--- config.mk ---
export PLATFORM = sky130hd
export DESIGN_NAME = pcb_bist_ctrl
export DESIGN_NICKNAME = d
export VERILOG_FILES = /design/src/pcb_pkg.sv /design/src/pcb_bist_ctrl.sv /design/src/pcb_deglitch.sv /design/src/pcb_group.sv
export VERILOG_INCLUDE_DIRS = /design/src
export SDC_FILE = /design/constraint.sdc
export NUM_CORES = 1
export LEC_CHECK = 0
export ABC_AREA = 1
export BUFFER_PORTS_ARGS = -buffer_cell sky130_fd_sc_hd__buf_2
export CAP_MARGIN = 20
export CORE_UTILIZATION = 61
export CTS_CLUSTER_DIAMETER = 200
export DETAILED_ROUTE_END_ITERATION = 16
export PLACE_DENSITY = 0.88
export SYNTH_ARGS = -nofsm -noshare
export SYNTH_HDL_FRONTEND = slang
export SYNTH_HIERARCHICAL = 1
export SYNTH_SLANG_ARGS = --single-unit
--- constraint.sdc ---
create_clock -name clock -period 8.9 [get_ports clock]
set_input_delay 0.89 -clock clock [delete_from_list [all_inputs] [get_ports clock]]
set_output_delay 0.89 -clock clock [all_outputs]
set_load 0.05 [all_outputs]
--- src/pcb_params.svh ---
// Constants for the protector comparator self-test controller.
// Assumes inclusion by bare name from the design modules.
`ifndef PCB_PARAMS_SVH
`define PCB_PARAMS_SVH

// Register offsets (byte addresses on the plain register port)
`define PCB_DIAG_ONE_ADDR 8'h00
`define PCB_CTRL_TWO_ADDR 8'h04
`define PCB_VCH_EN_ADDR 8'h08
`define PCB_TCH_EN_ADDR 8'h0C
`define PCB_AUX_TWO_ADDR 8'h10
`define PCB_VFLT_ADDR 8'h14
`define PCB_TFLT_ADDR 8'h18
`define PCB_SYSF3_ADDR 8'h1C
`define PCB_LOOP_ADDR 8'h20
`define PCB_IRQ_ST_ADDR 8'h24
`define PCB_IRQ_MSK_ADDR 8'h28
`define PCB_STATE_ADDR 8'h2C
`define PCB_THR_ADDR 8'h30

// Field positions
`define PCB_VMODE_LSB 0
`define PCB_TMODE_LSB 2
`define PCB_VEN_BIT 0
`define PCB_TEN_BIT 1
`define PCB_THERMISTOR_REFERENCE_BIT 2
`define PCB_OVDAC_BIT 0
`define PCB_UVDAC_BIT 1
`define PCB_OTDAC_BIT 2
`define PCB_UTDAC_BIT 3

// Reset values
`define PCB_MODE_RST 2'h0
`define PCB_CH_RST 6'h00
`define PCB_THR_RST 8'h80

// Diagnostic DAC step of two LSB around the threshold
`define PCB_DIAG_STEP 8'h02

// Timing
`define PCB_CLK_NS 10
`define PCB_SLOT_NS 1000
`define PCB_DG_NS 200
`define PCB_SLOT_CYC (`PCB_SLOT_NS / `PCB_CLK_NS)
`define PCB_DG_CYC ((`PCB_DG_NS + `PCB_CLK_NS - 1) / `PCB_CLK_NS)

`endif

--- src/pcb_pkg.sv ---
// Types for the protector comparator self-test controller.
// Assumes pcb_params.svh is available on the include path.
`default_nettype none
package pcb_pkg;

  typedef enum logic [1:0] {
    PCB_RR_TEST = 2'h0,
    PCB_RR_PLAIN = 2'h1,
    PCB_SINGLE_A = 2'h2,
    PCB_SINGLE_B = 2'h3
  } pcb_mode_t;

  // Scan sequencer states, Gray along scan, test low, test high, judge
  typedef enum logic [2:0] {
    PCB_IDLE = 3'h0,
    PCB_SCAN = 3'h1,
    PCB_T_LOW = 3'h3,
    PCB_T_HIGH = 3'h2,
    PCB_JUDGE = 3'h6,
    PCB_HOLD = 3'h7
  } pcb_state_t;

  // Register port request
  typedef struct packed {
    logic [7:0] addr;
    logic [31:0] wdata;
    logic wr;
    logic rd;
  } pcb_req_t;

  // Latched group configuration
  typedef struct packed {
    logic [1:0] mode;
    logic [5:0] chans;
    logic dac_meas;
  } pcb_cfg_t;

  // Analog comparator pair of one group
  typedef struct packed {
    logic high_trip;
    logic low_trip;
  } pcb_cmp_t;

endpackage
`default_nettype wire
--- src/pcb_bist_ctrl.sv ---
// Top of the protector comparator self-test controller: registers,
// fault flags, interrupt, voltage, temperature and balance-done groups.
// Assumes synchronous analog comparator inputs and a 100 MHz clock.
//
// Added by the designer: the address map and the strobed register port.
`timescale 1ns/1ns
`default_nettype none
`include "pcb_params.svh"
module pcb_bist_ctrl (
  input wire logic clock,
  input wire logic nrst,
  input wire logic [7:0] addr,
  input wire logic [31:0] wdata,
  input wire logic wr,
  input wire logic rd,
  output logic [31:0] rdata,
  input wire logic ov_trip,
  input wire logic uv_trip,
  input wire logic ot_trip,
  input wire logic ut_trip,
  input wire logic balance_done_comparator,
  output logic [2:0] volt_channel,
  output logic [2:0] temp_channel,
  output logic [7:0] volt_diag_dac,
  output logic [7:0] temp_diag_dac,
  output logic volt_test_active,
  output logic temp_test_active,
  output logic volt_cmp_mask,
  output logic temp_cmp_mask,
  output logic thermistor_reference,
  output logic irq
);
  logic rst_q1;
  logic rst_n;
  pcb_pkg::pcb_req_t req;
  logic [3:0] diagnostic_control_one;
  logic [2:0] main_control_two;
  logic [5:0] voltage_channel_enables;
  logic [5:0] temp_channel_enables;
  logic [3:0] aux_converter_control_two;
  logic [15:0] thresholds;
  logic [1:0] voltage_selftest_fault_reg;
  logic [1:0] temp_selftest_fault_reg;
  logic system_fault_third;
  logic [1:0] loop_stat;
  logic [4:0] irq_stat;
  logic [4:0] irq_mask;
  logic [3:0] next_diag;
  logic [2:0] next_ctrl;
  logic [5:0] next_vch;
  logic [5:0] next_tch;
  logic [3:0] next_aux;
  logic [15:0] next_thr;
  logic [1:0] next_vflt;
  logic [1:0] next_tflt;
  logic next_sysf3;
  logic [1:0] next_loop;
  logic [4:0] next_irq_stat;
  logic [4:0] next_irq_mask;
  logic [31:0] next_rdata;
  pcb_pkg::pcb_cfg_t vcfg;
  pcb_pkg::pcb_cfg_t tcfg;
  pcb_pkg::pcb_cmp_t vcmp;
  pcb_pkg::pcb_cmp_t tcmp;
  pcb_pkg::pcb_cmp_t bcmp;
  pcb_pkg::pcb_state_t vstate;
  pcb_pkg::pcb_state_t tstate;
  logic [1:0] loop_ev;
  logic v_hi_f, v_lo_f, t_hi_f, t_lo_f, b_f, b_unused;
  logic [4:0] irq_ev;

  // Hit test used by both write and read decode
  function automatic logic hit(input logic [7:0] a, input logic [7:0] off);
    return a == off;
  endfunction

  // Reset release through two flops
  always_ff @(posedge clock or negedge nrst) begin
    if (!nrst) begin
      rst_q1 <= 1'b0;
      rst_n <= 1'b0;
    end else begin
      rst_q1 <= 1'b1;
      rst_n <= rst_q1;
    end
  end

  assign req = '{addr: addr, wdata: wdata, wr: wr, rd: rd};
  assign thermistor_reference = main_control_two[`PCB_THERMISTOR_REFERENCE_BIT];

  // Group configurations offered at the enable edge
  assign vcfg = '{mode: diagnostic_control_one[`PCB_VMODE_LSB +: 2],
                  chans: voltage_channel_enables,
                  dac_meas: |aux_converter_control_two[1:0]};
  assign tcfg = '{mode: diagnostic_control_one[`PCB_TMODE_LSB +: 2],
                  chans: temp_channel_enables,
                  dac_meas: |aux_converter_control_two[3:2]};
  assign vcmp = '{high_trip: ov_trip, low_trip: uv_trip};
  assign tcmp = '{high_trip: ot_trip, low_trip: ut_trip};
  // Balance-done shares the voltage sequencing
  assign bcmp = '{high_trip: balance_done_comparator, low_trip: 1'b0};

  pcb_group u_volt (
    .clock(clock),
    .rst_n(rst_n),
    .enable(main_control_two[`PCB_VEN_BIT]),
    .cfg_in(vcfg),
    .cmp(vcmp),
    .threshold(thresholds[7:0]),
    .channel(volt_channel),
    .test_active(volt_test_active),
    .diag_dac(volt_diag_dac),
    .mask_out(volt_cmp_mask),
    .loop_done(loop_ev[0]),
    .high_fail(v_hi_f),
    .low_fail(v_lo_f),
    .state(vstate)
  );
  pcb_group u_temp (
    .clock(clock),
    .rst_n(rst_n),
    .enable(main_control_two[`PCB_TEN_BIT]),
    .cfg_in(tcfg),
    .cmp(tcmp),
    .threshold(thresholds[15:8]),
    .channel(temp_channel),
    .test_active(temp_test_active),
    .diag_dac(temp_diag_dac),
    .mask_out(temp_cmp_mask),
    .loop_done(loop_ev[1]),
    .high_fail(t_hi_f),
    .low_fail(t_lo_f),
    .state(tstate)
  );
  pcb_group u_bdone (
    .clock(clock),
    .rst_n(rst_n),
    .enable(main_control_two[`PCB_VEN_BIT]),
    .cfg_in(vcfg),
    .cmp(bcmp),
    .threshold(thresholds[7:0]),
    .channel(),
    .test_active(),
    .diag_dac(),
    .mask_out(),
    .loop_done(),
    .high_fail(b_f),
    .low_fail(b_unused),
    .state()
  );

  assign irq_ev = {b_f, t_hi_f | t_lo_f, v_hi_f | v_lo_f, loop_ev};

  // Register writes, sticky flags, read data
  always_comb begin
    next_diag = diagnostic_control_one;
    next_ctrl = main_control_two;
    next_vch = voltage_channel_enables;
    next_tch = temp_channel_enables;
    next_aux = aux_converter_control_two;
    next_thr = thresholds;
    next_irq_mask = irq_mask;
    next_vflt = voltage_selftest_fault_reg;
    next_tflt = temp_selftest_fault_reg;
    next_sysf3 = system_fault_third;
    next_loop = loop_stat;
    next_irq_stat = irq_stat;
    next_rdata = 32'h0000_0000;
    if (req.wr) begin
      if (hit(req.addr, `PCB_DIAG_ONE_ADDR)) next_diag = req.wdata[3:0];
      if (hit(req.addr, `PCB_CTRL_TWO_ADDR)) next_ctrl = req.wdata[2:0];
      if (hit(req.addr, `PCB_VCH_EN_ADDR)) next_vch = req.wdata[5:0];
      if (hit(req.addr, `PCB_TCH_EN_ADDR)) next_tch = req.wdata[5:0];
      if (hit(req.addr, `PCB_AUX_TWO_ADDR)) next_aux = req.wdata[3:0];
      if (hit(req.addr, `PCB_THR_ADDR)) next_thr = req.wdata[15:0];
      if (hit(req.addr, `PCB_IRQ_MSK_ADDR)) next_irq_mask = req.wdata[4:0];
      // Write one to clear fault flags
      if (hit(req.addr, `PCB_VFLT_ADDR)) next_vflt = next_vflt & ~req.wdata[1:0];
      if (hit(req.addr, `PCB_TFLT_ADDR)) next_tflt = next_tflt & ~req.wdata[1:0];
      if (hit(req.addr, `PCB_SYSF3_ADDR)) next_sysf3 = next_sysf3 & ~req.wdata[0];
      if (hit(req.addr, `PCB_IRQ_ST_ADDR)) next_irq_stat = irq_stat & ~req.wdata[4:0];
    end
    if (req.rd) begin
      if (hit(req.addr, `PCB_DIAG_ONE_ADDR)) next_rdata[3:0] = diagnostic_control_one;
      if (hit(req.addr, `PCB_CTRL_TWO_ADDR)) next_rdata[2:0] = main_control_two;
      if (hit(req.addr, `PCB_VCH_EN_ADDR)) next_rdata[5:0] = voltage_channel_enables;
      if (hit(req.addr, `PCB_TCH_EN_ADDR)) next_rdata[5:0] = temp_channel_enables;
      if (hit(req.addr, `PCB_AUX_TWO_ADDR)) next_rdata[3:0] = aux_converter_control_two;
      if (hit(req.addr, `PCB_VFLT_ADDR)) next_rdata[1:0] = voltage_selftest_fault_reg;
      if (hit(req.addr, `PCB_TFLT_ADDR)) next_rdata[1:0] = temp_selftest_fault_reg;
      if (hit(req.addr, `PCB_SYSF3_ADDR)) next_rdata[0] = system_fault_third;
      if (hit(req.addr, `PCB_IRQ_ST_ADDR)) next_rdata[4:0] = irq_stat;
      if (hit(req.addr, `PCB_IRQ_MSK_ADDR)) next_rdata[4:0] = irq_mask;
      if (hit(req.addr, `PCB_STATE_ADDR)) next_rdata[5:0] = {vstate, tstate};
      if (hit(req.addr, `PCB_THR_ADDR)) next_rdata[15:0] = thresholds;
      if (hit(req.addr, `PCB_LOOP_ADDR)) begin
        next_rdata[1:0] = loop_stat;
        next_loop = 2'h0; // Cleared by the read
      end
    end
    // Hardware sets win over software clears
    next_vflt = next_vflt | {v_hi_f, v_lo_f};
    next_tflt = next_tflt | {t_hi_f, t_lo_f};
    next_sysf3 = next_sysf3 | b_f;
    next_loop = next_loop | loop_ev;
    next_irq_stat = next_irq_stat | irq_ev;
  end

  always_ff @(posedge clock or negedge rst_n) begin
    if (!rst_n) begin
      diagnostic_control_one <= {`PCB_MODE_RST, `PCB_MODE_RST};
      main_control_two <= 3'h0;
      voltage_channel_enables <= `PCB_CH_RST;
      temp_channel_enables <= `PCB_CH_RST;
      aux_converter_control_two <= 4'h0;
      thresholds <= {`PCB_THR_RST, `PCB_THR_RST};
      voltage_selftest_fault_reg <= 2'h0;
      temp_selftest_fault_reg <= 2'h0;
      system_fault_third <= 1'b0;
      loop_stat <= 2'h0;
      irq_stat <= 5'h00;
      irq_mask <= 5'h00;
      rdata <= 32'h0000_0000;
    end else begin
      diagnostic_control_one <= next_diag;
      main_control_two <= next_ctrl;
      voltage_channel_enables <= next_vch;
      temp_channel_enables <= next_tch;
      aux_converter_control_two <= next_aux;
      thresholds <= next_thr;
      voltage_selftest_fault_reg <= next_vflt;
      temp_selftest_fault_reg <= next_tflt;
      system_fault_third <= next_sysf3;
      loop_stat <= next_loop;
      irq_stat <= next_irq_stat;
      irq_mask <= next_irq_mask;
      rdata <= next_rdata;
    end
  end

  // Level interrupt from unmasked sticky events
  assign irq = |(irq_stat & irq_mask);
endmodule // pcb_bist_ctrl
`default_nettype wire

--- src/pcb_deglitch.sv ---
// Self-test deglitch: a sample counts as switched only after it held
// steady for the self-test deglitch interval.
// Assumes synchronous inputs and the synchronised reset of the top.
`timescale 1ns/1ns
`default_nettype none
`include "pcb_params.svh"
module pcb_deglitch (
  input wire logic clock,
  input wire logic rst_n,
  input wire logic clear,
  input wire logic raw,
  output logic stable
);
  localparam int unsigned DGW = 8;
  localparam logic [DGW-1:0] DG_MAX = DGW'(`PCB_DG_CYC);
  logic [DGW-1:0] cnt;
  logic [DGW-1:0] next_cnt;
  logic last;
  logic next_last;
  logic next_stable;

  // Restart on change, settle after the full interval
  always_comb begin
    next_last = raw;
    next_cnt = cnt;
    next_stable = stable;
    if (clear || raw != last) begin
      next_cnt = '0;
      next_stable = 1'b0;
    end else if (cnt != DG_MAX) begin
      next_cnt = cnt + DGW'(1);
    end else begin
      next_stable = raw;
    end
  end

  always_ff @(posedge clock or negedge rst_n) begin
    if (!rst_n) begin
      cnt <= '0;
      last <= 1'b0;
      stable <= 1'b0;
    end else begin
      cnt <= next_cnt;
      last <= next_last;
      stable <= next_stable;
    end
  end
endmodule // pcb_deglitch
`default_nettype wire

--- src/pcb_group.sv ---
// One comparator group: round robin, self-test slots, single channel.
// Assumes the comparator pair follows the channel and DAC it is given.
`timescale 1ns/1ns
`default_nettype none
`include "pcb_params.svh"
module pcb_group (
  input wire logic clock,
  input wire logic rst_n,
  input wire logic enable,
  input wire pcb_pkg::pcb_cfg_t cfg_in,
  input wire pcb_pkg::pcb_cmp_t cmp,
  input wire logic [7:0] threshold,
  output logic [2:0] channel,
  output logic test_active,
  output logic [7:0] diag_dac,
  output logic mask_out,
  output logic loop_done,
  output logic high_fail,
  output logic low_fail,
  output var pcb_pkg::pcb_state_t state
);
  localparam logic [15:0] SLOT = 16'(`PCB_SLOT_CYC);
  pcb_pkg::pcb_cfg_t cfg;
  pcb_pkg::pcb_cfg_t next_cfg;
  pcb_pkg::pcb_state_t next_state;
  logic en_d;
  logic [15:0] tmr;
  logic [15:0] next_tmr;
  logic [2:0] next_channel;
  logic test_turn;
  logic next_test_turn;
  logic hi_low_seen;
  logic lo_low_seen;
  logic next_hi_low_seen;
  logic next_lo_low_seen;
  logic hi_s;
  logic lo_s;
  logic dg_clear;
  logic rise;

  // Lowest enabled channel
  function automatic logic [2:0] first_ch(input logic [5:0] en);
    logic [2:0] r;
    r = 3'h0;
    for (int i = 5; i >= 0; i--) begin
      if (en[i]) r = 3'(i);
    end
    return r;
  endfunction

  // Next enabled channel after cur, wrap flagged by 3'h7
  function automatic logic [2:0] next_ch(input logic [5:0] en,
                                         input logic [2:0] cur);
    logic [2:0] r;
    r = 3'h7;
    for (int i = 5; i >= 0; i--) begin
      if (en[i] && 3'(i) > cur) r = 3'(i);
    end
    return r;
  endfunction

  assign rise = enable && !en_d;
  assign dg_clear = (state != pcb_pkg::PCB_T_LOW) &&
                    (state != pcb_pkg::PCB_T_HIGH);

  // Both comparator outputs deglitched before judging
  pcb_deglitch u_dg_hi (
    .clock(clock),
    .rst_n(rst_n),
    .clear(dg_clear),
    .raw(cmp.high_trip),
    .stable(hi_s)
  );
  pcb_deglitch u_dg_lo (
    .clock(clock),
    .rst_n(rst_n),
    .clear(dg_clear),
    .raw(cmp.low_trip),
    .stable(lo_s)
  );

  // Diagnostic DAC two steps below then above threshold
  always_comb begin
    diag_dac = threshold;
    if (state == pcb_pkg::PCB_T_LOW) diag_dac = threshold - `PCB_DIAG_STEP;
    if (state == pcb_pkg::PCB_T_HIGH) diag_dac = threshold + `PCB_DIAG_STEP;
  end
  assign test_active = (state == pcb_pkg::PCB_T_LOW) ||
                       (state == pcb_pkg::PCB_T_HIGH);
  // Masked in single mode entered with DAC path on
  assign mask_out = (state == pcb_pkg::PCB_HOLD) && cfg.dac_meas;

  // Sequencer next state
  always_comb begin
    next_cfg = cfg;
    next_state = state;
    next_tmr = tmr;
    next_channel = channel;
    next_test_turn = test_turn;
    next_hi_low_seen = hi_low_seen;
    next_lo_low_seen = lo_low_seen;
    loop_done = 1'b0;
    high_fail = 1'b0;
    low_fail = 1'b0;
    if (!enable) begin
      next_state = pcb_pkg::PCB_IDLE;
    end else if (rise) begin
      next_cfg = cfg_in; // Latched on enable edge only
      next_channel = first_ch(cfg_in.chans);
      next_tmr = '0;
      next_test_turn = 1'b0;
      if (cfg_in.mode[1]) next_state = pcb_pkg::PCB_HOLD;
      else next_state = pcb_pkg::PCB_SCAN;
    end else begin
      unique case (state)
        pcb_pkg::PCB_IDLE: next_state = pcb_pkg::PCB_IDLE;
        // Fixed channel, no stepping, no self
        pcb_pkg::PCB_HOLD: next_state = pcb_pkg::PCB_HOLD;
        pcb_pkg::PCB_SCAN: begin
          next_tmr = tmr + 16'h0001;
          if (tmr == SLOT - 16'h0001) begin
            next_tmr = '0;
            if (next_ch(cfg.chans, channel) != 3'h7) begin
              next_channel = next_ch(cfg.chans, channel);
            end else if (cfg.mode == pcb_pkg::PCB_RR_TEST && test_turn) begin
              // Self test on alternate cycles only
              next_state = pcb_pkg::PCB_T_LOW;
            end else begin
              loop_done = 1'b1;
              next_test_turn = !test_turn && cfg.mode == pcb_pkg::PCB_RR_TEST;
              next_channel = first_ch(cfg.chans);
            end
          end
        end
        pcb_pkg::PCB_T_LOW: begin
          next_tmr = tmr + 16'h0001;
          if (tmr == SLOT - 16'h0001) begin
            next_tmr = '0;
            next_hi_low_seen = hi_s;
            next_lo_low_seen = lo_s;
            next_state = pcb_pkg::PCB_T_HIGH;
          end
        end
        pcb_pkg::PCB_T_HIGH: begin
          next_tmr = tmr + 16'h0001;
          if (tmr == SLOT - 16'h0001) begin
            next_tmr = '0;
            next_state = pcb_pkg::PCB_JUDGE;
          end
        end
        pcb_pkg::PCB_JUDGE: begin
          // Output must change between the two DAC steps
          high_fail = (hi_low_seen == hi_s);
          low_fail = (lo_low_seen == lo_s);
          loop_done = 1'b1; // Cycle end includes the test slot
          next_test_turn = 1'b0;
          next_channel = first_ch(cfg.chans);
          next_state = pcb_pkg::PCB_SCAN;
        end
        default: next_state = pcb_pkg::PCB_IDLE;
      endcase
    end
  end

  always_ff @(posedge clock or negedge rst_n) begin
    if (!rst_n) begin
      cfg <= '0;
      state <= pcb_pkg::PCB_IDLE;
      en_d <= 1'b0;
      tmr <= '0;
      channel <= 3'h0;
      test_turn <= 1'b0;
      hi_low_seen <= 1'b0;
      lo_low_seen <= 1'b0;
    end else begin
      cfg <= next_cfg;
      state <= next_state;
      en_d <= enable;
      tmr <= next_tmr;
      channel <= next_channel;
      test_turn <= next_test_turn;
      hi_low_seen <= next_hi_low_seen;
      lo_low_seen <= next_lo_low_seen;
    end
  end
endmodule // pcb_group
`default_nettype wire

* Word level (Yosys, flattened, before mapping) *
Cells that the tools add are included.

storage, ports and cells
  register bits = 218
  bits in latches = 0
  memory bits (writable) = 0
  ROM bits = 0
  input bits = 49
  output and inout bits = 60
  logic and storage cells = 469
  memories kept = 0

cells by class
  $add $sub $neg = 12
  multiply operators = 0
  divide/modulo/power cells = 0
  order comparisons = 18
  eq/ne operators = 86
  shift operators = 0
  multiplexer cells = 194
  bitwise operators = 17
  reduce and logical (&&, ||, !) cells = 87

operators with widths
  operator                                            number
  2-to-1 mux 3 bit                                    85
  2-to-1 mux 16 bit                                   11
  2-to-1 mux 8 bit                                    14
  2-to-1 mux 1 bit                                    50
  adder 16 x 1 -> 16 bit (second input constant)      3
  == test 16 x 7 -> 1 bit (second input constant)     3
  one-hot mux 3 bit (5 select lines)                  3
  adder 8 x 1 -> 8 bit (second input constant)        5
  == test 8 x 6 -> 1 bit (second input constant)      5
  != test 8 x 5 -> 1 bit (second input constant)      5
  != test 3 x 2 -> 1 bit (second input constant)      12
  != test 4 x 2 -> 1 bit (second input constant)      9
  != test 4 x 3 -> 1 bit (second input constant)      9
  == test 8 x 5 -> 1 bit (second input constant)      4
  logical AND 1 bit                                   31
  AND reduction 5 bit                                 6
  2-to-1 mux 2 bit                                    14
  AND reduction 2 bit                                 12
  AND reduction 4 bit                                 6
  2-to-1 mux 5 bit                                    4
  == test 3 x 2 -> 1 bit (second input constant)      6
  == test 3 bit (second input constant)               6
  > comparator 1 x 3 -> 1 bit (first input constant)  6
  > comparator 2 x 3 -> 1 bit (first input constant)  6
  other kinds (33)                                    99

* Logic depth before layout (Yosys ltp) *
Gate-level depths: netlist of the first run.

  word-level depth = 19
  mapped depth = 13
  gate-level depth less buffers = 13

* Modules after synthesis *
The synthesis of the first run kept the hierarchy.

by module, submodules not included
  module                instances  cells an instance  area each (sq um)  seq. area each (sq um)
  pcb_bist_ctrl         1          402                3388.2             1854.3
  pcb_deglitch          6          73                 558.0              250.2
  pcb_group at u_volt   1          352                2484.9             875.8
  pcb_group at u_temp   1          345                2451.1             875.8
  pcb_group at u_bdone  1          345                2397.3             875.8

* Least setup slack after synthesis of the first run *
Ideal clock, no wire load.

  kind = register to output
  from = reg thresholds[1]
  to = out volt_diag_dac[7]
  arrival time = 1.870 ns
  required time = 8.010 ns
  path slack = 6.140 ns
  stages on the path, launching flop included = 8
  path buffers = 0
  cells stage by stage = dfrtp_1 inv_1 ha_1 inv_1 nor3_2 nand3_1 o21ai_1 xor2_1

between the ends
  longest elaborated chain between the ends = 3
  elaborated cells between the ends (all ways) = 4
  those cells by class = add/sub (2); mux (2)

RTL lines
  what                                        RTL line              RTL
  from (decl)                                 pcb_bist_ctrl.sv:41   logic [15:0] thresholds;
  from (signal assigned)                      pcb_bist_ctrl.sv:216  thresholds <= {`PCB_THR_RST, `PCB_THR_RST};
  from (signal assigned)                      pcb_bist_ctrl.sv:230  thresholds <= next_thr;
  subtractor 8 x 2 -> 8 bit (no source line)  -
  2-to-1 mux 8 bit                            pcb_group.sv:85       if (state == pcb_pkg::PCB_T_LOW) diag_dac = threshold - `PCB_DIAG_STEP;
  2-to-1 mux 8 bit *                          pcb_group.sv:86       if (state == pcb_pkg::PCB_T_HIGH) diag_dac = threshold + `PCB_DIAG_STEP;
  to (decl)                                   pcb_bist_ctrl.sv:24   output logic [7:0] volt_diag_dac,

Every way passes the cells marked *; elsewhere a longest branch is shown, timed or not.

* Worst setup path after layout of the first run *
  from = reg u_temp.state[2]
  to = out temp_diag_dac[7]

between the ends
  longest elaborated chain between the ends = 3
  elaborated cells between the ends (all ways) = 4
  those cells by class = eq/ne (2); mux (2)

RTL lines
  what                    RTL line             RTL
  from (decl)             pcb_group.sv:20      output var pcb_pkg::pcb_state_t state
  from (signal assigned)  pcb_group.sv:168     state <= pcb_pkg::PCB_IDLE;
  from (signal assigned)  pcb_group.sv:177     state <= next_state;
  == test 3 x 2 -> 1 bit  pcb_group.sv:85
  2-to-1 mux 8 bit        pcb_group.sv:85
  2-to-1 mux 8 bit *      pcb_group.sv:86
  to (decl)               pcb_bist_ctrl.sv:25  output logic [7:0] temp_diag_dac,

Marked as above.

==> results.md, run 1 <==
* Status: completed
* RSZ-0062 raised after global routing: false
* Synthesized area per cell at 7.496 um2
* Highest Clock Rate at 305.4 MHz
* PortBufs at 76
* Reg power frac at 45.4%
* TritonCTS clock tree: done
* FF/Latch Area at 5687 um2
* Final hold vios at 0
* Post-CTS setup buffer count at 0
* Ports at 109
* Initial Utilization at 62.53%
* First drt pass iteration count at 5
* Period utilisation layout at 36.79%
* FF-to-FF path depth at 8
* WS Path Type: flip-flop to primary output
* Worst Skew at 0.008031 ns
* CP required at 8.01 ns
* Vias/cell at 5.568
* RR Startpoint: main_control_two[0]
* Place WS at 6.185 ns
* Worst Hold Class: primary input to asynchronous set/reset pin
* Crit path DAT at 2.38 ns
* Num rows at 53
* Global-route wire length before repair at 51,580 um
* Detailed-placement wirelength estimate at 21,440 um
* Post-Route Setup TNS at 0 ns
* Fin util at 68.83%
* Maxcap violations at 0
* Clock power frac at 39.4%
* Sw frac at 29.12%
* Initial antenna violation count at 2
* Multi-input logic area at 6379 um2
* Clock transition at the registers of the reported paths at 0.06 ns
* Total gr overflow at 0
* Initial drt markers at 879
* Nets at 1,903
* CTS resizes at 0
* Cell-internal power at 0.001835 W
* Largest net degree at the start of global routing at 191
* Crit-path max FO at 8
* GRT Util Overall at 28.35%
* Via count at 11,870
* Hold WS at 0.1451 ns
* Worst-Skew Late Latency at 0.52 ns
* # fillers at 1,633
* DIE AREA at 22,210 um2
* CTS Buf Count at 24
* Clock buffer depth at 3
* Antenna Nets Post-Route at 0
* Worst setup SP type: flip-flop
* NetSw at 0.0007539 W
* Origin of the worst setup path: u_temp/state[2]
* Setup Viol. Count Final at 0
* Critical Path End Type: primary output
* Vert. Die Dim at 149.0 um
* Hold Buf Count CTS at 0
* Leak at 7.277 nW
* Synth warn at 6
* Root Buffer Master: clkbuf_16
* Post-route DRC at 0
* Die width at 149.0 um
* Cell area after synthesis at 13,190 um2
* # clock sinks at 227
* Final worst slack at 5.626 ns
* WL final at 30,790 um
* Share of cells above drive strength 1 at 14.50%
* Placer Congestion at 0.9290
* Maximum vdd drop at 0.0001999 V
* H-tree Lvls at 1
* Synth Instances at 1,759
* Overall power at 0.002589 W
* Core Area at 21,090 um2
* DR WL/cell at 14.44 um
* Slew @ Worst Pin at 0.9842 ns
* Vias in the first global route at 11,340
* Slew margin rel. at 34.38%
* P&R area growth vs syn at 10.08%
* Pwr per Cell Area at 178.4 nW/um2
* Final min period at 3.274 ns
* Combinational Power Share at 15.3%
* Fin. max-slew vios at 0
## worst max-delay path: stages, from the launching register on
cell     delay, ns
dfrtp_1       0.42
inv_2         0.12
nand2_2       0.16
nor2_2        0.26
inv_2         0.12
o21ai_0       0.33
xor2_1        0.18
buf_2         0.29
## per-stage QoR
step                instance area, um2  std cells
CTS                              14510       2130
global route                     14510       2132
finish                           14510       2132
floorplan                        13240       1774
detailed placement               13690       2086
global placement                 13690       2086
## routing by layer
layer | part of all wire, % | track usage, % | routed length [um]
met5 | 0 | 0 | 0
met4 | 3.5 | 11.02 | 1063
met3 | 6.3 | 3.914 | 1935
met2 | 48 | 46.74 | 14720
met1 | 42 | 37.96 | 13070
## worst paths after layout
kind,end,slack [ns]
worst max-delay path,temp_diag_dac[7],5.63
worst min-delay path,rst_n,0.15
worst max register to register,u_bdone/channel[1],6.57
worst min register to register,u_volt/u_dg_lo/cnt[4],0.30
max in group asynchronous,u_temp/u_dg_hi/cnt[3],7.26
min in group clock,rst_n,0.35
## layout by cell type (no fill, tap or decap), drive strengths merged, types with 6 or more instances in the layout
| cell type | instances |
|---|---|
| xor2 | 26 |
| nand4 | 30 |
| xnor2 | 6 |
| ha | 17 |
| inv | 233 |
| nor3 | 35 |
| o22ai | 8 |
| nand2 | 477 |
| dfrtp | 225 |
| nor2 | 238 |
| nand3b | 8 |
| clkinv | 8 |
| nand3 | 146 |
| clkbuf | 36 |
| conb | 17 |
| a21oi | 83 |
| buf | 77 |
| o21ai | 135 |
| or2 | 7 |
## area by class of cell
type | instances | share of cell area [%]
inverter | 234 | 6.086
clock inverter | 8 | 0.4741
clock buffer | 36 | 5.147
tap | 275 | 2.371
multi-input combinational | 1273 | 43.95
sequential | 227 | 39.18
timing repair buffer | 77 | 2.759
antenna | 2 | 0.03448
## power by group through the flow
| stage | registers [W] | clock network (W) | logic, W |
|---|---|---|---|
| detailed placement | 0.00119 | 0 | 0.000388 |
| global placement | 0.00119 | 0 | 0.000375 |
| floorplan | 0.00119 | 0 | 0.000303 |
| global route | 0.00118 | 0.00107 | 0.000450 |
| finish | 0.00117 | 0.00102 | 0.000395 |
| CTS | 0.00117 | 0.00103 | 0.000392 |
No activity file was read; power rests on OpenSTA's default activity.
==> run 2, diff against run 1 <==
clock period = 3.1 ns   (was 8.9 ns; I/O delays follow)
==> results.md, run 2 (synthesized netlist as in run 1, its figures left out) <==
* DIE AREA at 22,210 um2 (unchanged)
* Num rows at 53 (unchanged)
* Placer Congestion at 0.9110 (was 0.9290)
* H-tree Lvls at 1 (unchanged)
* First drt pass iteration count at 6 (was 5)
* Core Area at 21,090 um2 (unchanged)
* Met2 usage at 47.81% (was 46.74%)
* Critical Path Slowest Stage Cell: dfrtp_1 (unchanged)
* CP required at 2.79 ns (was 8.01 ns)
* Worst Hold Class: primary input to flip-flop (was primary input to asynchronous set/reset pin)
* Initial Utilization at 62.53% (unchanged)
* TritonCTS clock tree: done (unchanged)
* Initial antenna violation count at 0 (was 2)
* Crit-path max FO at 8 (unchanged)
* Hold WS at 0.03366 ns (was 0.1451 ns)
* GRT Util Overall at 28.84% (was 28.35%)
* # clock sinks at 227 (unchanged)
* Worst setup SP type: flip-flop (unchanged)
* Clock transition at the registers of the reported paths at 0.06 ns (about the same)
* P&R area growth vs syn at 11.05% (was 10.08%)
* CTS Buf Count at 24 (unchanged)
* GRT met3 Usage at 4.128% (was 3.914%)
* Via count at 12,030 (was 11,870)
* Min-delay src: wdata[14]
* Period utilisation layout at 85.10%
* RSZ-0062 raised after global routing: false (unchanged)
* Crit path DAT at 2.33 ns (was 2.38 ns)
* Total gr overflow at 0 (unchanged)
* Critical Path End Type: primary output (unchanged)
* Ports at 109 (unchanged)
* Initial drt markers at 1,032 (was 879)
* Die width at 149.0 um (unchanged)
* Slew margin rel. at 59.10% (was 34.38%)
* Vert. Die Dim at 149.0 um (unchanged)
* Min-Delay Endpoint: thresholds[14]
* Final hold vios at 0 (unchanged)
* GR peak layer: met2 (unchanged)
* Root Buffer Master: clkbuf_16 (unchanged)
* Min-Delay Path Depth at 3
* Slew @ Worst Pin at 0.6129 ns (was 0.9842 ns)
* Share of cells above drive strength 1 at 14.74% (was 14.50%)
* CTS resizes at 0 (unchanged)
* Detailed-placement wirelength estimate at 22,060 um (was 21,440 um)
* Worst-Skew Late Latency at 0.52 ns (about the same)
* Status: completed (unchanged)
* Maxcap violations at 0 (unchanged)
* Antenna Nets Post-Route at 0 (unchanged)
* Final min period at 2.638 ns
* Post-route DRC at 0 (unchanged)
* Critical-path cell list: nand2_4, nor2_4, inv_2, o41ai_1, o21ai_1, xor2_1, buf_2 (was inv_2, nand2_2, nor2_2, inv_2, o21ai_0, xor2_1, buf_2)
* PortBufs at 76 (unchanged)
* Nets at 1,914 (was 1,903)
* Leak at 7.341 nW (was 7.277 nW)
* Highest Clock Rate at 379.0 MHz
* FF-to-FF path depth at 8 (unchanged)
* Maximum vdd drop at 0.0005376 V (was 0.0001999 V)
* RR Startpoint: main_control_two[1] (was main_control_two[0])
* Vias/cell at 5.617 (was 5.568)
* Fin util at 69.43% (was 68.83%)
* Setup Viol. Count Final at 0 (unchanged)
* Clock buffer depth at 3 (unchanged)
* # fillers at 1,657 (was 1,633)
* DR WL/cell at 14.48 um (was 14.44 um)
* WS Path Type: flip-flop to primary output (unchanged)
* CP max stage delay at 0.53 ns (was 0.42 ns)
* Global-route wire length before repair at 52,380 um (was 51,580 um)
* Vias in the first global route at 11,560 (was 11,340)
* Pwr per Cell Area at 515.0 nW/um2 (was 178.4 nW/um2)
* Met1 Use GR at 37.18% (was 37.96%)
* WL final at 31,000 um (was 30,790 um)
* Post-Route Setup TNS at 0 ns (unchanged)
* Fin. max-slew vios at 0 (unchanged)
* Largest net degree at the start of global routing at 71 (was 191)
* Flop2flop setup slack at 0.92 ns (was 6.57 ns)
* Worst Skew at 0.007769 ns (was 0.008031 ns)
* Most frequent cells in the layout: nand2_1 (440), dfrtp_1 (224), inv_1 (199), nor2_1 (199), nand3_1 (138) (unchanged)
* Commonest non-fill, non-tap cell in the layout: nand2_1 (unchanged)
* # diodes at 0 (was 2)
* Critical R2R Capture: u_temp/tmr[5] (was u_bdone/channel[1])
-- run 2: per-layer routing --
layer	up-vias	part of all wire (%)
li1	5826	-
met1	5631	42
met2	485	48
met3	84	6.6
met4	0	3.5
met5	-	0
-- run 2: metrics by stage --
step | worst slack (ns) | cells | total power (W) | instance area (um2)
6_report | 0.4618 | 2141 | 0.007540 | 14640
5_1_grt | 0.3472 | 2141 | 0.007892 | 14640
4_1_cts | 0.4606 | 2141 | 0.007592 | 14640
3_5_place_dp | 0.9743 | 2091 | 0.004535 | 13740
3_3_place_gp | 0.9894 | 2091 | 0.004490 | 13740
2_1_floorplan | 0.8050 | 1774 | 0.004279 | 13250
-- run 2: how the worst max path moves through the flow --
stage,slack (ns),end,from,cells past startpoint
after floorplan,0.81,aux_converter_control_two[0],rst_n,0
after global placement,0.99,u_temp/tmr[5],main_control_two[1],8
after detailed placement,0.97,u_temp/tmr[5],main_control_two[1],8
after CTS,0.46,temp_diag_dac[7],u_temp/state[2],7
after global routing,0.35,volt_diag_dac[6],u_volt/state[1],7
final,0.46,volt_diag_dac[6],u_volt/state[1],7
-- run 2: layout make-up --
| type | instances | area, um2 | share of cell area [%] |
|---|---|---|---|
| multi-input cells | 1273 | 6379 | 43.57 |
| repair buffers | 88 | 510.5 | 3.487 |
| clock buffers | 29 | 660.6 | 4.512 |
| well taps | 275 | 344.1 | 2.350 |
| flip-flops and latches | 227 | 5687 | 38.84 |
| inverters | 234 | 883.3 | 6.033 |
| clock inverters | 15 | 177.7 | 1.213 |
-- run 2: report_power, final --
group | total, W | internal [W] | switching (W)
sequential | 0.00337 | 0.00316 | 0.000209
combinational | 0.00114 | 0.000371 | 0.000769
clock | 0.00303 | 0.00185 | 0.00118
-- run 2: timing repair --
action	in CTS	in global routing
hold buffers	6	0
hold endpoints to repair	7	0
setup endpoints to repair	0	0
setup buffers	0	0
-- run 2: worst max-delay path, delay by kind of cell, from the launching register on --
kind | cells | cell delay [ns]
DFF | 1 | 0.53
buffers and inverters | 2 | 0.43
and+or+nand+nor | 2 | 0.38
AOI/OAI and AO/OA | 2 | 0.28
xor gates and xnor gates | 1 | 0.19
==> run 3, diff against run 2 <==
CORE_UTILIZATION = 55   (was 61)
PLACE_DENSITY = 0.84   (was 0.88)
clock period = 2.3 ns   (was 3.1 ns; I/O delays follow)
==> results.md, run 3 (synthesized netlist as in run 1, its figures left out) <==
* Status: finished, violations left (was completed)
* Failing checks: negative setup slack
* Placed cell count at 2,144 (was 2,091)
* Commonest non-fill, non-tap cell in the layout: nand2_1 (unchanged)
* RR Startpoint: u_temp/state[2] (was main_control_two[1])
* Global-route wire length before repair at 52,230 um (was 52,380 um)
* Critical Path End Type: primary output (unchanged)
* Total gr overflow at 0 (unchanged)
* Initial Utilization at 56.17% (was 62.53%)
* Num rows at 56 (was 53)
* First drt pass iteration count at 7 (was 6)
* Nets at 1,958 (was 1,914)
* DIE AREA at 24,600 um2 (was 22,210 um2)
* Maxcap violations at 0 (unchanged)
* Pwr per Cell Area at 692.6 nW/um2 (was 515.0 nW/um2)
* Flop2flop setup slack at 0.27 ns (was 0.92 ns)
* Die width at 156.8 um (was 149.0 um)
* Final min period at 2.397 ns
* Layout Cells excl Fill at 2,233 (was 2,141)
* Crit-path max FO at 6 (was 8)
* P&R area growth vs syn at 16.02% (was 11.05%)
* Slew @ Worst Pin at 0.6612 ns (was 0.6129 ns)
* RSZ-0062 raised after global routing: true (was false)
* Period utilisation layout at 104.2%
* Critical R2R Capture: u_temp/tmr[5] (unchanged)
* WL final at 32,400 um (was 31,000 um)
* Most frequent cells in the layout: nand2_1 (436), dfrtp_1 (216), nor2_1 (199), inv_1 (192), nand3_1 (138) (was nand2_1 (440), dfrtp_1 (224), inv_1 (199), nor2_1 (199), nand3_1 (138))
* Crit path DAT at 2.17 ns (was 2.33 ns)
* Post-route DRC at 0 (unchanged)
* H-tree Lvls at 1 (unchanged)
* Initial drt markers at 1,005 (was 1,032)
* Clock buffer depth at 3 (unchanged)
* Root Buffer Master: clkbuf_16 (unchanged)
* Initial antenna violation count at 2 (was 0)
* Fin util at 65.17% (was 69.43%)
* Share of cells above drive strength 1 at 17.52% (was 14.74%)
* Worst Hold Class: primary input to asynchronous set/reset pin (was primary input to flip-flop)
* Slew margin rel. at 55.92% (was 59.10%)
* Final hold vios at 0 (unchanged)
* Maximum vdd drop at 0.0005385 V (was 0.0005376 V)
* DR WL/cell at 14.51 um (was 14.48 um)
* Vert. Die Dim at 156.8 um (was 149.0 um)
* Worst-Skew Late Latency at 0.53 ns (was 0.52 ns)
* Via count at 12,190 (was 12,030)
* WS Path Type: flip-flop to primary output (unchanged)
* CP required at 2.07 ns (was 2.79 ns)
* # fillers at 1,865 (was 1,657)
* Detailed-placement wirelength estimate at 22,200 um (was 22,060 um)
* GRT Util Overall at 25.96% (was 28.84%)
* Fin. max-slew vios at 0 (unchanged)
* TritonCTS clock tree: done (unchanged)
* PortBufs at 76 (unchanged)
* Worst setup SP type: flip-flop (unchanged)
* Placer Congestion at 0.9191 (was 0.9110)
* # clock sinks at 227 (unchanged)
* Final worst slack at -0.09673 ns (was 0.4618 ns)
* Antenna Nets Post-Route at 0 (unchanged)
* FF/Latch Area at 5697 um2 (was 5687 um2)
* Ports at 109 (unchanged)
* Setup Viol. Count Final at 1 (was 0)
* Leak at 7.608 nW (was 7.341 nW)
* Vias/cell at 5.457 (was 5.617)
* FF-to-FF path depth at 12 (was 8)
* Vias in the first global route at 11,240 (was 11,560)
* CTS Buf Count at 26 (was 24)
* Worst Skew at 0.01930 ns (was 0.007769 ns)
* Multi-input logic area at 6475 um2 (was 6379 um2)
* Largest net degree at the start of global routing at 47 (was 71)
* Core Area at 23,470 um2 (was 21,090 um2)
* Highest Clock Rate at 417.2 MHz
* Clock transition at the registers of the reported paths at 0.06 ns (about the same)
==> run 3: changes by cell type in the layout (fill, tap and decap cells not counted), sizes merged <==
cell	previous run	this run
clkbuf	29	37
clkinvlp	1	3
buf	82	113
dlygate4sd3	6	16
diode	0	2
clkinv	11	6
==> run 3: final cells by class <==
type | instances | share of cell area [%]
diodes | 2 | 0.03272
clock buffers | 36 | 5.030
clock inverters | 12 | 1.096
inverters | 234 | 5.807
multi-input cells | 1273 | 42.33
flip-flops and latches | 227 | 37.24
well taps | 319 | 2.609
repair buffers | 130 | 5.856
==> run 3: how the worst max path moves through the flow <==
stage               startpoint  slack [ns]                            to
6_report       u_temp/state[2]        -0.1              temp_diag_dac[3]
5_1_grt        u_temp/state[2]       -0.17              temp_diag_dac[3]
4_1_cts          thresholds[2]       0.006              volt_diag_dac[7]
3_5_place_dp   u_temp/state[2]        0.34              temp_diag_dac[7]
3_3_place_gp   u_temp/state[2]        0.38              temp_diag_dac[7]
2_1_floorplan            rst_n       0.005  aux_converter_control_two[0]
==> run 3: report_power, final <==
part | switching, W | total, W | internal, W
Combinational | 0.00107 | 0.00161 | 0.000538
Sequential | 0.000285 | 0.00455 | 0.00426
Clock | 0.00166 | 0.00444 | 0.00278
Total | 0.00301 | 0.0106 | 0.00758
==> run 3: worst max-delay path: stages, from the launching register on <==
cell,delay [ns]
dfrtp_1,0.42
inv_2,0.13
nand2_4,0.09
nor2_4,0.17
inv_4,0.09
o22ai_1,0.26
xor2_1,0.19
buf_2,0.28
==> run 3: per-stage QoR <==
| step | cell area, um2 | worst slack, ns | hold WS [ns] | setup TNS, ns | power (W) |
|---|---|---|---|---|---|
| floorplan | 13250 | 0.005005 | -0.06559 | 0 | 0.005767 |
| global placement | 13890 | 0.3772 | 0.01519 | 0 | 0.006083 |
| detailed placement | 13890 | 0.3378 | 0.01718 | 0 | 0.006141 |
| CTS | 15060 | 0.006038 | 0.008655 | 0 | 0.01061 |
| global route | 15300 | -0.1723 | 0.02248 | -0.7067 | 0.01110 |
| finish | 15300 | -0.09673 | 0.02535 | -0.09673 | 0.01059 |
==> run 3: per-layer routing <==
layer / part of all wire (%) / vias to the layer above / track usage [%]
met5: 0 / - / 0
met4: 2.7 / 0 / 8.403
met3: 6.5 / 85 / 4.182
met2: 48 / 481 / 43.87
met1: 43 / 5703 / 33.95
li1: - / 5917 / -
==> run 3: repair_timing <==
item,in CTS,in global routing
cloned,0,0
pin swaps,2,12
endpoints found under the setup margin,10,9
resized for setup,18,28
endpoints found under the hold margin,22,0
hold buffers,16,0
setup buffers,4,19
